**src/hw/lcdhi_regs.svh**
```systemverilog
// Purpose: constants for the display instruction link
// Assumes: 25 MHz sys_clk
// Notes:   instruction codes follow the usual character controller set
`ifndef LCDHI_REGS_SVH
`define LCDHI_REGS_SVH
`define LCDHI_RAM_DEPTH      80
`define LCDHI_LINE_LEN       40
`define LCDHI_LINE2_BASE     7'h40
`define LCDHI_FSET_NIB4      4'h2
`define LCDHI_CLK_MHZ        25
`define LCDHI_STROBE_NS      220
`define LCDHI_STROBE_CYC     ((`LCDHI_STROBE_NS * `LCDHI_CLK_MHZ + 999) / 1000)
`define LCDHI_CMD_CLEAR      8'h01
`define LCDHI_CMD_HOME       8'h02
`define LCDHI_CMD_FSET_8BIT  8'h30
`define LCDHI_CMD_FSET_4BIT  8'h28
`define LCDHI_CMD_DISP_ON    8'h0E
`define LCDHI_CMD_ENTRY      8'h06
`endif

```
**src/hw/lcdhi_pkg.sv**
```systemverilog
// Purpose: shared types of the display instruction link
// Assumes: constants live in lcdhi_regs.svh
// Notes:   none
package lcdhi_pkg;
  typedef enum logic [1:0]
  {
    LCDHI_BUS_INIT = 2'b00,  // first write after power-up
    LCDHI_BUS_8BIT = 2'b01,
    LCDHI_BUS_HI   = 2'b10,  // nibble mode, awaiting upper half
    LCDHI_BUS_LO   = 2'b11   // nibble mode, awaiting lower half
  } lcdhi_bus_t;
endpackage : lcdhi_pkg

```
**src/hw/lcdhi_link_if.sv**
```systemverilog
// Purpose: parallel write bus between host and display controller
// Assumes: one clock; strobe is a one-cycle pulse
// Notes:   host drives everything; device only listens
`timescale 1ns/1ps
interface lcdhi_link_if;
  logic       wr_stb;             // one-cycle write strobe
  logic       instr_data_select;  // 0 instruction, 1 data
  logic [7:0] data_lines;         // [7:4] are upper_nibble_lines
  modport host (output wr_stb, output instr_data_select, output data_lines);
  modport dev  (input wr_stb, input instr_data_select, input data_lines);
endinterface : lcdhi_link_if

```
**src/hw/lcdhi_dev.sv**
```systemverilog
// Purpose: display controller end: bus width, text ram, address and shift
// Assumes: host obeys the init order; srst models power-on reset
// Notes:   panel drive is not modelled; a read port exposes the ram
`timescale 1ns/1ps
`include "lcdhi_regs.svh"
// Notes on behaviour
// - power-up defaults to full 8-bit bus
// - first write is taken as full byte
// - nibble mode executes after both halves
// - host sends function-set upper half twice
// - host issues function set before display
// - text ram holds 80 character codes
// - shift moves window, never ram contents
// - return home restores window and address
// - two-line: address 39 wraps to line two
// - host reloads address past visible characters
// - both lines shift together, never across
// - host may initialise by instruction sequence
// - after reset data writes hit text ram
// - function set 0010 upper enters nibble mode
module lcdhi_dev
(
  input  wire logic       sys_clk,      // system clock
  input  wire logic       srst,         // synchronous reset, active high
  lcdhi_link_if.dev       link,         // host write bus
  input  wire logic [6:0] rd_addr,      // user ram read address
  output logic      [7:0] rd_char,      // character at rd_addr
  output logic      [6:0] addr_out,     // current ram address
  output logic      [6:0] shift_out,    // display window offset per line
  output logic            two_line_out, // two-line mode flag
  output logic            nibble_out,   // bus is in 4-bit mode
  output logic            exec_pulse    // one cycle when an operation executes
);
  // state; the ram spans the whole 7-bit address so line two at 0x40 needs no remap
  localparam int DEPTH = `LCDHI_RAM_DEPTH;
  logic [7:0] text_ram [0:127];                     // 80 used
  lcdhi_pkg::lcdhi_bus_t bus_reg, bus_next;
  logic [3:0] hi_reg;
  logic [6:0] addr_reg, shift_reg;
  logic       two_line_reg, inc_reg, shift_en_reg, glyph_sel_reg;
  logic [7:0] rd_reg;

  // address step: in two-line mode column 39 runs on into the start of the other line
  function automatic logic [6:0] lcdhi_addr_step(input logic [6:0] a, input logic up, input logic two);
    logic [5:0] col;
    col = a[5:0];
    if (two)
    begin
      if (up && col == 6'(`LCDHI_LINE_LEN - 1))
        return {!a[6], 6'h00};
      if (!up && col == 6'h00)
        return {!a[6], 6'(`LCDHI_LINE_LEN - 1)};
      return up ? {a[6], col + 6'h01} : {a[6], col - 6'h01};
    end
    if (up)
      return (a == 7'(DEPTH - 1)) ? 7'h00 : a + 7'h01;
    return (a == 7'h00) ? 7'(DEPTH - 1) : a - 7'h01;
  endfunction : lcdhi_addr_step

  // window step: one offset for both lines, wrapping on a line's length so nothing crosses lines
  function automatic logic [6:0] lcdhi_win_step(input logic [6:0] s, input logic up, input logic two);
    logic [6:0] last;
    last = two ? 7'(`LCDHI_LINE_LEN - 1) : 7'(DEPTH - 1);
    if (up)
      return (s >= last) ? 7'h00 : s + 7'h01;
    return (s == 7'h00) ? last : s - 7'h01;
  endfunction : lcdhi_win_step

  // assemble a whole byte; first write and 8-bit mode take it at once
  wire       stb       = link.wr_stb;
  wire       rs        = link.instr_data_select;
  wire [3:0] up_n      = link.data_lines[7:4];
  wire       in_nib    = (bus_reg == lcdhi_pkg::LCDHI_BUS_HI) || (bus_reg == lcdhi_pkg::LCDHI_BUS_LO);
  wire       full_now  = stb && !in_nib;
  wire       low_now   = stb && (bus_reg == lcdhi_pkg::LCDHI_BUS_LO);
  wire       exec      = full_now || low_now;
  wire [7:0] byte_in   = low_now ? {hi_reg, up_n} : link.data_lines;
  // instruction decode; display control codes fall through and change no state here
  wire       is_fset   = !rs && (byte_in[7:5] == 3'b001);
  wire       is_home   = !rs && (byte_in[7:1] == 7'h01);
  wire       is_clear  = !rs && (byte_in == `LCDHI_CMD_CLEAR);
  wire       is_entry  = !rs && (byte_in[7:2] == 6'h01);
  wire       is_shift  = !rs && (byte_in[7:4] == 4'h1);
  wire       is_ddaddr = !rs && byte_in[7];
  wire       is_cgaddr = !rs && (byte_in[7:6] == 2'b01);
  wire       to_nib    = is_fset && (byte_in[7:4] == `LCDHI_FSET_NIB4);
  wire       to_8bit   = is_fset && byte_in[4];
  wire       wr_text   = exec && rs && !glyph_sel_reg;
  wire [6:0] next_addr = lcdhi_addr_step(addr_reg, inc_reg, two_line_reg);

  // bus width state
  always_comb
  begin
    bus_next = bus_reg;
    if (stb)
    begin
      // the lone first write lands in INIT and is always taken whole
      unique case (bus_reg)
        lcdhi_pkg::LCDHI_BUS_INIT,
        lcdhi_pkg::LCDHI_BUS_8BIT: bus_next = to_nib ? lcdhi_pkg::LCDHI_BUS_HI : lcdhi_pkg::LCDHI_BUS_8BIT;
        lcdhi_pkg::LCDHI_BUS_HI:   bus_next = lcdhi_pkg::LCDHI_BUS_LO;
        lcdhi_pkg::LCDHI_BUS_LO:   bus_next = to_8bit ? lcdhi_pkg::LCDHI_BUS_8BIT : lcdhi_pkg::LCDHI_BUS_HI;
      endcase
    end
  end

  always_ff @(posedge sys_clk)
  begin
    if (srst)
      bus_reg <= lcdhi_pkg::LCDHI_BUS_INIT;
    else
      bus_reg <= bus_next;
  end

  // upper half held until the lower half arrives
  always_ff @(posedge sys_clk)
  begin
    if (srst)
      hi_reg <= 4'h0;
    else if (stb && bus_reg == lcdhi_pkg::LCDHI_BUS_HI)
      hi_reg <= up_n;
  end

  // text ram; shifts never write it, so contents survive shifting
  always_ff @(posedge sys_clk)
  begin
    if (wr_text)
      text_ram[addr_reg] <= byte_in;
    rd_reg <= text_ram[rd_addr];
  end

  // address, window and mode state
  always_ff @(posedge sys_clk)
  begin
    if (srst)
    begin
      addr_reg      <= 7'h00;
      shift_reg     <= 7'h00;
      two_line_reg  <= 1'b0;
      inc_reg       <= 1'b1;
      shift_en_reg  <= 1'b0;
      glyph_sel_reg <= 1'b0;
    end
    else if (exec)
    begin
      if (rs)
      begin
        addr_reg <= next_addr;
        // with entry shift on, the window follows each written character
        if (shift_en_reg)
          shift_reg <= lcdhi_win_step(shift_reg, inc_reg, two_line_reg);
      end
      else if (is_ddaddr)
      begin
        addr_reg      <= byte_in[6:0];
        glyph_sel_reg <= 1'b0;
      end
      else if (is_cgaddr)
        glyph_sel_reg <= 1'b1;
      else if (is_fset)
        two_line_reg <= byte_in[3];
      else if (is_shift)
      begin
        if (byte_in[3])
          shift_reg <= lcdhi_win_step(shift_reg, byte_in[2], two_line_reg);
        else
          addr_reg <= lcdhi_addr_step(addr_reg, byte_in[2], two_line_reg);
      end
      else if (is_entry)
      begin
        inc_reg      <= byte_in[1];
        shift_en_reg <= byte_in[0];
      end
      else if (is_home || is_clear)
      begin
        addr_reg      <= 7'h00;
        shift_reg     <= 7'h00;
        glyph_sel_reg <= 1'b0;
      end
    end
  end

  // registered outputs
  // exec_pulse lags execution by one edge, when address and window have settled
  always_ff @(posedge sys_clk)
  begin
    if (srst)
    begin
      exec_pulse <= 1'b0;
      nibble_out <= 1'b0;
    end
    else
    begin
      exec_pulse <= exec;
      nibble_out <= (bus_next == lcdhi_pkg::LCDHI_BUS_HI) || (bus_next == lcdhi_pkg::LCDHI_BUS_LO);
    end
  end

  // outputs taken straight from their registers
  assign rd_char      = rd_reg;
  assign addr_out     = addr_reg;
  assign shift_out    = shift_reg;
  assign two_line_out = two_line_reg;
endmodule : lcdhi_dev

```
**src/flat_wrapper.sv**
```systemverilog
// flat-port wrapper written by rule: the top's interface ports become plain ports
module lcdhi_dev_flat 
  (sys_clk, srst, rd_addr, rd_char, addr_out, shift_out, two_line_out, nibble_out, exec_pulse, link_wr_stb, link_instr_data_select, link_data_lines);
  lcdhi_link_if link_i ();
  input  wire logic sys_clk;
  input  wire logic srst;
  input  wire logic [6:0] rd_addr;
  output logic      [7:0] rd_char;
  output logic      [6:0] addr_out;
  output logic      [6:0] shift_out;
  output logic two_line_out;
  output logic nibble_out;
  output logic exec_pulse;
  input wire logic [$bits(link_i.wr_stb)-1:0] link_wr_stb;
  input wire logic [$bits(link_i.instr_data_select)-1:0] link_instr_data_select;
  input wire logic [$bits(link_i.data_lines)-1:0] link_data_lines;
  assign link_i.wr_stb = link_wr_stb;
  assign link_i.instr_data_select = link_instr_data_select;
  assign link_i.data_lines = link_data_lines;
  lcdhi_dev u_core (.sys_clk(sys_clk), .srst(srst), .link(link_i), .rd_addr(rd_addr), .rd_char(rd_char), .addr_out(addr_out), .shift_out(shift_out), .two_line_out(two_line_out), .nibble_out(nibble_out), .exec_pulse(exec_pulse));
endmodule
```
**config.mk**
```make
export PLATFORM = sky130hd
export DESIGN_NAME = lcdhi_dev_flat
export DESIGN_NICKNAME = d
export VERILOG_FILES = /design/src/hw/lcdhi_pkg.sv /design/src/hw/lcdhi_link_if.sv /design/src/hw/lcdhi_dev.sv /design/src/flat_wrapper.sv
export VERILOG_INCLUDE_DIRS = /design/src /design/src/hw
export SDC_FILE = /design/constraint.sdc
export NUM_CORES = 1
export LEC_CHECK = 0
export BUFFER_PORTS_ARGS = -buffer_cell sky130_fd_sc_hd__buf_2
export CAP_MARGIN = 20
export CORE_AREA = 3 3 254 256
export CTS_CLUSTER_DIAMETER = 60
export DETAILED_ROUTE_END_ITERATION = 10
export DIE_AREA = 0 0 257 259
export GPL_TIMING_DRIVEN = 0
export PLACE_DENSITY = 0.87
export SYNTH_ARGS = -nofsm -noshare
export SYNTH_HDL_FRONTEND = slang
export SYNTH_SLANG_ARGS = --single-unit
export TNS_END_PERCENT = 50
```
**constraint.sdc**
```tcl
create_clock -name sys_clk -period 6.3 [get_ports sys_clk]
set_clock_uncertainty 0.05 [all_clocks]
set_input_delay 0 -clock sys_clk [delete_from_list [all_inputs] [get_ports sys_clk]]
set_output_delay 0 -clock sys_clk [all_outputs]
set_load 0.02 [all_outputs]
```
Yosys cells after proc, flatten, opt, wreduce, memory -nomap -nowiden
Memory sizes are Yosys's and may differ from the RTL's. A register that Yosys moved wholly into a read port is not among the register bits. Index checks and enable logic that the tools add are counted.

Multiplexer cells: 114. Eq/ne operators: 27. Shifts and indexed selects: 0. Multipliers: 0. Add/sub/neg operators: 6. Reductions and logical operators: 41. Divide/modulo/power cells: 0. Bitwise operators: 5. $lt $le $gt $ge: 1.

Operators by type and width (count): 7-bit 2-to-1 mux (40); 1-bit 2-to-1 mux (67); 1-bit logical AND (18); 3-bit inequality test (second input constant) (5); 7-bit by 1-bit adder with 7-bit output (second input constant) (2); 7-bit zero test (2); 7-bit by 1-bit subtractor with 7-bit output (second input constant) (2); 6-bit 2-to-1 mux (2); 6-bit AND reduction (2); 2-bit equality test (second input constant) (4); 8-bit by 1-bit equality test with 1-bit output (second input constant) (1); 8-bit 2-to-1 mux (1); 4-bit inequality test (second input constant) (2); 8-bit AND reduction (1); 7-bit by 1-bit equality test with 1-bit output (second input constant) (1); 7-bit equality test (second input constant) (1); 7-bit >= comparator (1); 7-bit AND reduction (1); 6-bit by 1-bit adder with 6-bit output (second input constant) (1); 6-bit by 1-bit equality test with 1-bit output (second input constant) (1); 6-bit equality test (second input constant) (1); 1-bit zero test (6); 6-bit zero test (1); 2-bit 2-to-1 mux (3); 16 further kinds (28).

Register bits: 26. Memories: 1. Logic and storage cells: 205. Bits of input ports: 19. Memory bits (writable): 1024. Bits in latches: 0. ROM bits: 0.

Memory list: u_core.text_ram (depth 128, width 8, rd ports 1, clocked after memory_dff 1, write ports 1, RTL line lcdhi_dev.sv:36) `logic [7:0] text_ram [0:127];`.

Longest topological paths before layout
Depth after elaboration: 36. Depth in mapped cells: 10.

Least setup slack after synthesis
Ideal clock, no wire load.

Path type: register -> register. Start point: reg u_core.bus_reg[0]. End point: reg u_core.addr_reg[0] (netlist: u_core.addr_out[0]). Required time: 6.155 ns. Slack: 3.199 ns. Setup time: 0.095 ns. Stages on the path, launching flop included: 8. Arrival time: 2.956 ns. Clock period less this slack: 3.101 ns. Cell sequence: dfxtp_1 > and3_1 > buf_2 > nand2_1 > nand2_1 > a32o_1 > nor3_1 > a221oi_1.

Elaborated cells between the ends (all ways): 76. Those cells by class: eq/ne (12); mux (46); reduce/logical (18).

RTL lines: start: declaration (RTL line lcdhi_dev.sv:37) `lcdhi_pkg::lcdhi_bus_t bus_reg, bus_next;`; start signal: assignment (RTL line lcdhi_dev.sv:110) `bus_reg <= lcdhi_pkg::LCDHI_BUS_INIT;`; start signal: assignment (RTL line lcdhi_dev.sv:112) `bus_reg <= bus_next;`; 2-bit equality test * (RTL line lcdhi_dev.sv:75) `wire low_now = stb && (bus_reg == lcdhi_pkg::LCDHI_BUS_LO);`; 1-bit logical AND * (RTL line lcdhi_dev.sv:75); 8-bit 2-to-1 mux * (RTL line lcdhi_dev.sv:77) `wire [7:0] byte_in = low_now ? {hi_reg, up_n} : link.data_lines;`; named net u_core.byte_in[0] (RTL line lcdhi_dev.sv:77); 8-bit by 1-bit equality test with 1-bit output (no source line); 1-bit logical AND (RTL line lcdhi_dev.sv:81) `` wire is_clear = !rs && (byte_in == `LCDHI_CMD_CLEAR); ``; 1-bit logical OR (RTL line lcdhi_dev.sv:174) `else if (is_home || is_clear)`; 4-bit nonzero test (no source line); 6-bit AND reduction (no source line); end signal: assignment (RTL line lcdhi_dev.sv:148) `addr_reg <= next_addr;`; end signal: assignment (RTL line lcdhi_dev.sv:155) `addr_reg <= byte_in[6:0];`; end signal: assignment (RTL line lcdhi_dev.sv:167) `addr_reg <= lcdhi_addr_step(addr_reg, byte_in[2], two_line_reg);`; end: declaration (RTL line lcdhi_dev.sv:39) `logic [6:0] addr_reg, shift_reg;`.

The timed path passes the listed nets; every way through them passes the cells marked *. The select of a mux whose other input is x is not followed. A chain may end at the register's enable or synchronous reset.

Final worst setup path
Start point: reg u_core.bus_reg[0]. End point: mem u_core.text_ram[61][7], enable pin.

Longest elaborated chain between the ends: 9. Elaborated cells between the ends (all ways): 11. Those cells by class: eq/ne (2); mux (2); reduce/logical (7).

RTL lines: 2-bit equality test (on tied branches) (RTL line lcdhi_dev.sv:73, lcdhi_dev.sv:75); 1-bit logical OR (RTL line lcdhi_dev.sv:73) `wire in_nib = (bus_reg == lcdhi_pkg::LCDHI_BUS_HI) || (bus_reg == lcdhi_pkg::LCDHI_BUS_LO);`; 1-bit zero test (RTL line lcdhi_dev.sv:74) `wire full_now = stb && !in_nib;`; 1-bit logical AND (RTL line lcdhi_dev.sv:74); 1-bit logical OR * (RTL line lcdhi_dev.sv:76) `wire exec = full_now || low_now;`; 1-bit logical AND * (2 in a row) (RTL line lcdhi_dev.sv:88) `wire wr_text = exec && rs && !glyph_sel_reg;`; 1-bit 2-to-1 mux * (RTL line lcdhi_dev.sv:127) `if (wr_text)`; 1-bit 2-to-1 mux (not written as such) * (RTL line lcdhi_dev.sv:128) `text_ram[addr_reg] <= byte_in;`; end: declaration (RTL line lcdhi_dev.sv:36).

Every way passes the cells marked *; elsewhere a longest branch is shown, timed or not.

==> results by group <==
Cells and area
  • Net count, final: 2326
  • Commonest non-fill, non-tap cell in the layout: edfxtp_1
  • Share of cells above drive strength 1: 22.2%
  • Post-layout util: approximately 75%
  • Fillers: between 3000 and 4000
  • Most frequent cells in the layout: edfxtp_1, mux4_2, nor2_1, clkbuf_16, clkbuf_1
  • Finished Layout Cells: between 3000 and 4000
  • P&R area growth vs syn: 11.8%
  • Max FFs per register: approximately 1000
  • Biggest register: u_core.text_ram

Worst setup path
  • Critical path class: flip-flop to flip-flop
  • Data required, critical path: 6.52 ns
  • Worst setup startpoint: u_core.bus_reg[0]$_SDFF_PP0_
  • CP Capture Type: flip-flop
  • Critical R2R Launch: u_core.bus_reg[0]$_SDFF_PP0_
  • Worst Path Max Fanout: 10
  • WP data arrival: approximately 4.2 ns
  • Setup crit start kind: flip-flop

Detailed routing
  • Total wire length: approximately 120 mm
  • First-pass DRT Iterations: 6
  • Via-to-Cell Ratio: roughly 7.5
  • Initial DRC count: approximately 4200
  • Final ANT Viol Nets: 0
  • Drt wl/cell: 36.5 um
  • Via count: about 24000
  • DRC: 0

CTS
  • Inserted Clock Buffers: approximately 100
  • Bufs on Longest Clock Path: 3
  • CTS H-Tree Depth: 3
  • Clock slew at reported path FFs: around 0.060 ns
  • Clock Sinks: approximately 1100
  • TritonCTS clock tree: done
  • Post-CTS Setup Bufs: 0
  • Clock Root Buffer: clkbuf_16
  • Worst-Skew Late Latency: approximately 0.67 ns
  • CTS resizes: 0

STA
  • RSZ-0062 raised after global routing: false
  • Hold_ws: between 0.07 and 0.08 ns
  • Setup TNS: 0 ns
  • Final count of pins violating max slew: 0
  • Tcrit/Tclk final: 62.7%
  • Fin crit period: 3.95 ns
  • Fmax: 0.253 GHz
  • Worst slew margin: a little under a fifth
  • Final Hold Viols: 0
  • Slew @ Worst Pin: 1.23 ns
  • Final setup violating endpoints: 0
  • Final worst slack: about 2.3 ns

Global route
  • All-Layer GR Usage: a little over a third
  • Number of global-route vias before repair: around 25000
  • Largest net degree at the start of global routing: 138
  • Total grt overflow: 0
  • Antenna violations before repair: 4
  • First-pass GRT wire length: about 170 mm

Synth
  • Post-Synthesis Cells: between 2000 and 2500
  • Synthesized flop and latch total: 1058
  • Post-synth EDFFs: just over 1000
  • Fraction of registers with async set/reset: 0%
  • Seq/Total Area, Yosys: about three quarters
  • Synthesized Nets: approximately 2200
  • Synthesized area per cell: slightly below 20 um^2
  • Number of distinct library cells after synthesis: 76
  • YS warnings: 0
  • Mapped Area: between 40000 and 50000 um^2
  • Top FF cell, synth: edfxtp_1

Worst hold path
  • HP Start: link_data_lines[3]
  • Worst Hold Class: input port to flip-flop

Place
  • GPL Wtd Cong: about 0.9
  • Setup slack at placement: ~2.5 ns
  • Port bufs: 37
  • Placed insts: 3031
  • DP HPWL: just under 70 mm

Die
  • Die area: roughly 67000 um^2
  • Initial core utilization: 67.3%
  • Std cell rows: 92
  • Core area: about 63000 um^2
  • Die X: around 260 um
  • Top Ports: 44
  • Die H: 259 um

Power and ir drop
  • Power per Cell Area: ~310 nW/um^2
  • Lkg Pwr: 14.9 nW
  • Peak supply drop: 0.224 mV

Status
  • Status: finished, final reports clean

Job
  • Max-cap viol count: 0
==> cell type report <==
type,count,area [um^2],share of cell area [%]
Timing Repair Buffer,59,566,1.20
Multi-Input combinational cell,925,10100,21.5
Clock inverter,67,656,1.39
Clock buffer,117,2670,5.66
Tap cell,846,1060,2.24
Buffer,136,601,1.27
Inverter,19,81.3,0.172
Antenna cell,4,10.0,0.0212
Sequential cell,1058,31400,66.6
==> synth_stat cells, types with 16 or more instances <==
cell      count  area share [%]
edfxtp_1   1024              73
nor3_1       17            0.20
dfxtp_1      34             1.6
a221oi_1     43            0.89
buf_2        36            0.43
nor2_1      166             1.5
o221ai_1     18            0.37
mux2i_1      84             2.0
o22ai_1      17            0.25
nand3_1      22            0.26
inv_1        16            0.14
a211oi_1     26            0.46
nand2_1      43            0.38
o21ai_0      48            0.57
mux4_2      256              14
a21oi_1      44            0.52
clkbuf_1     85            0.76
==> report_power, final <==
group,leakage [nW],internal (mW),switching [mW]
Clock,1.60,3.47,2.71
Sequential,9.48,7.73,0.0166
Combinational,3.78,0.293,0.607
Total,14.9,11.5,3.33
==> through the flow <==
step	area (um^2)	total power, mW
2_1_floorplan	42200	8.42
3_3_place_gp	43500	8.71
3_5_place_dp	43700	8.74
4_1_cts	47200	14.8
5_1_grt	47200	15.1
6_report	47200	14.8
==> routing by layer <==
| metal | GRT usage, % | vias up | share of wire [%] |
|---|---|---|---|
| li1 | - | 9257 | - |
| met5 | 0 | - | 0.010 |
| met2 | 57.9 | 2356 | 48 |
| met1 | 46.1 | 12100 | 32 |
| met3 | 9.43 | 562 | 13 |
| met4 | 19.9 | 2 | 6.9 |
==> final timing paths <==
kind / to / slack [ns] / cells past startpoint
hold / removal: u_core.addr_out[0]$_SDFFE_PP0P_ / 0.07 / 5
setup reg to reg: u_core.text_ram[61][7]$_DFFE_PP_ / 2.35 / 6
hold reg to reg: u_core.shift_en_reg$_SDFFE_PP0P_ / 0.47 / 2
setup / recovery: u_core.text_ram[61][7]$_DFFE_PP_ / 2.35 / 6
==> cells by family (layout without fill, tap and decap cells) <==
logic type,Yosys count,in the layout,share of synthesized area [%]
xor+xnor,12,12,0.249
fa+ha+maj,7,7,0.207
buf+inv,155,398,1.60
mux,341,341,15.7
simple gates,299,299,3.24
flops,1058,1058,74.5
other cells,0,4,0
compound gates,266,266,4.58
==> what timing repair did <==
item	in CTS	in global routing
endpoints found under the hold margin	26	0
hold buffers	10	0
setup endpoints to repair	0	0
==> worst max-delay path: stages, from the launching register on <==
cell and delay (ns):
dfxtp_1 0.48, nand2b_1 0.18, nand2_1 0.20, nor4_1 0.48, nand2_1 0.62, clkbuf_1 0.66, nor2_1 0.86
No activity file was read; power rests on OpenSTA's default activity.
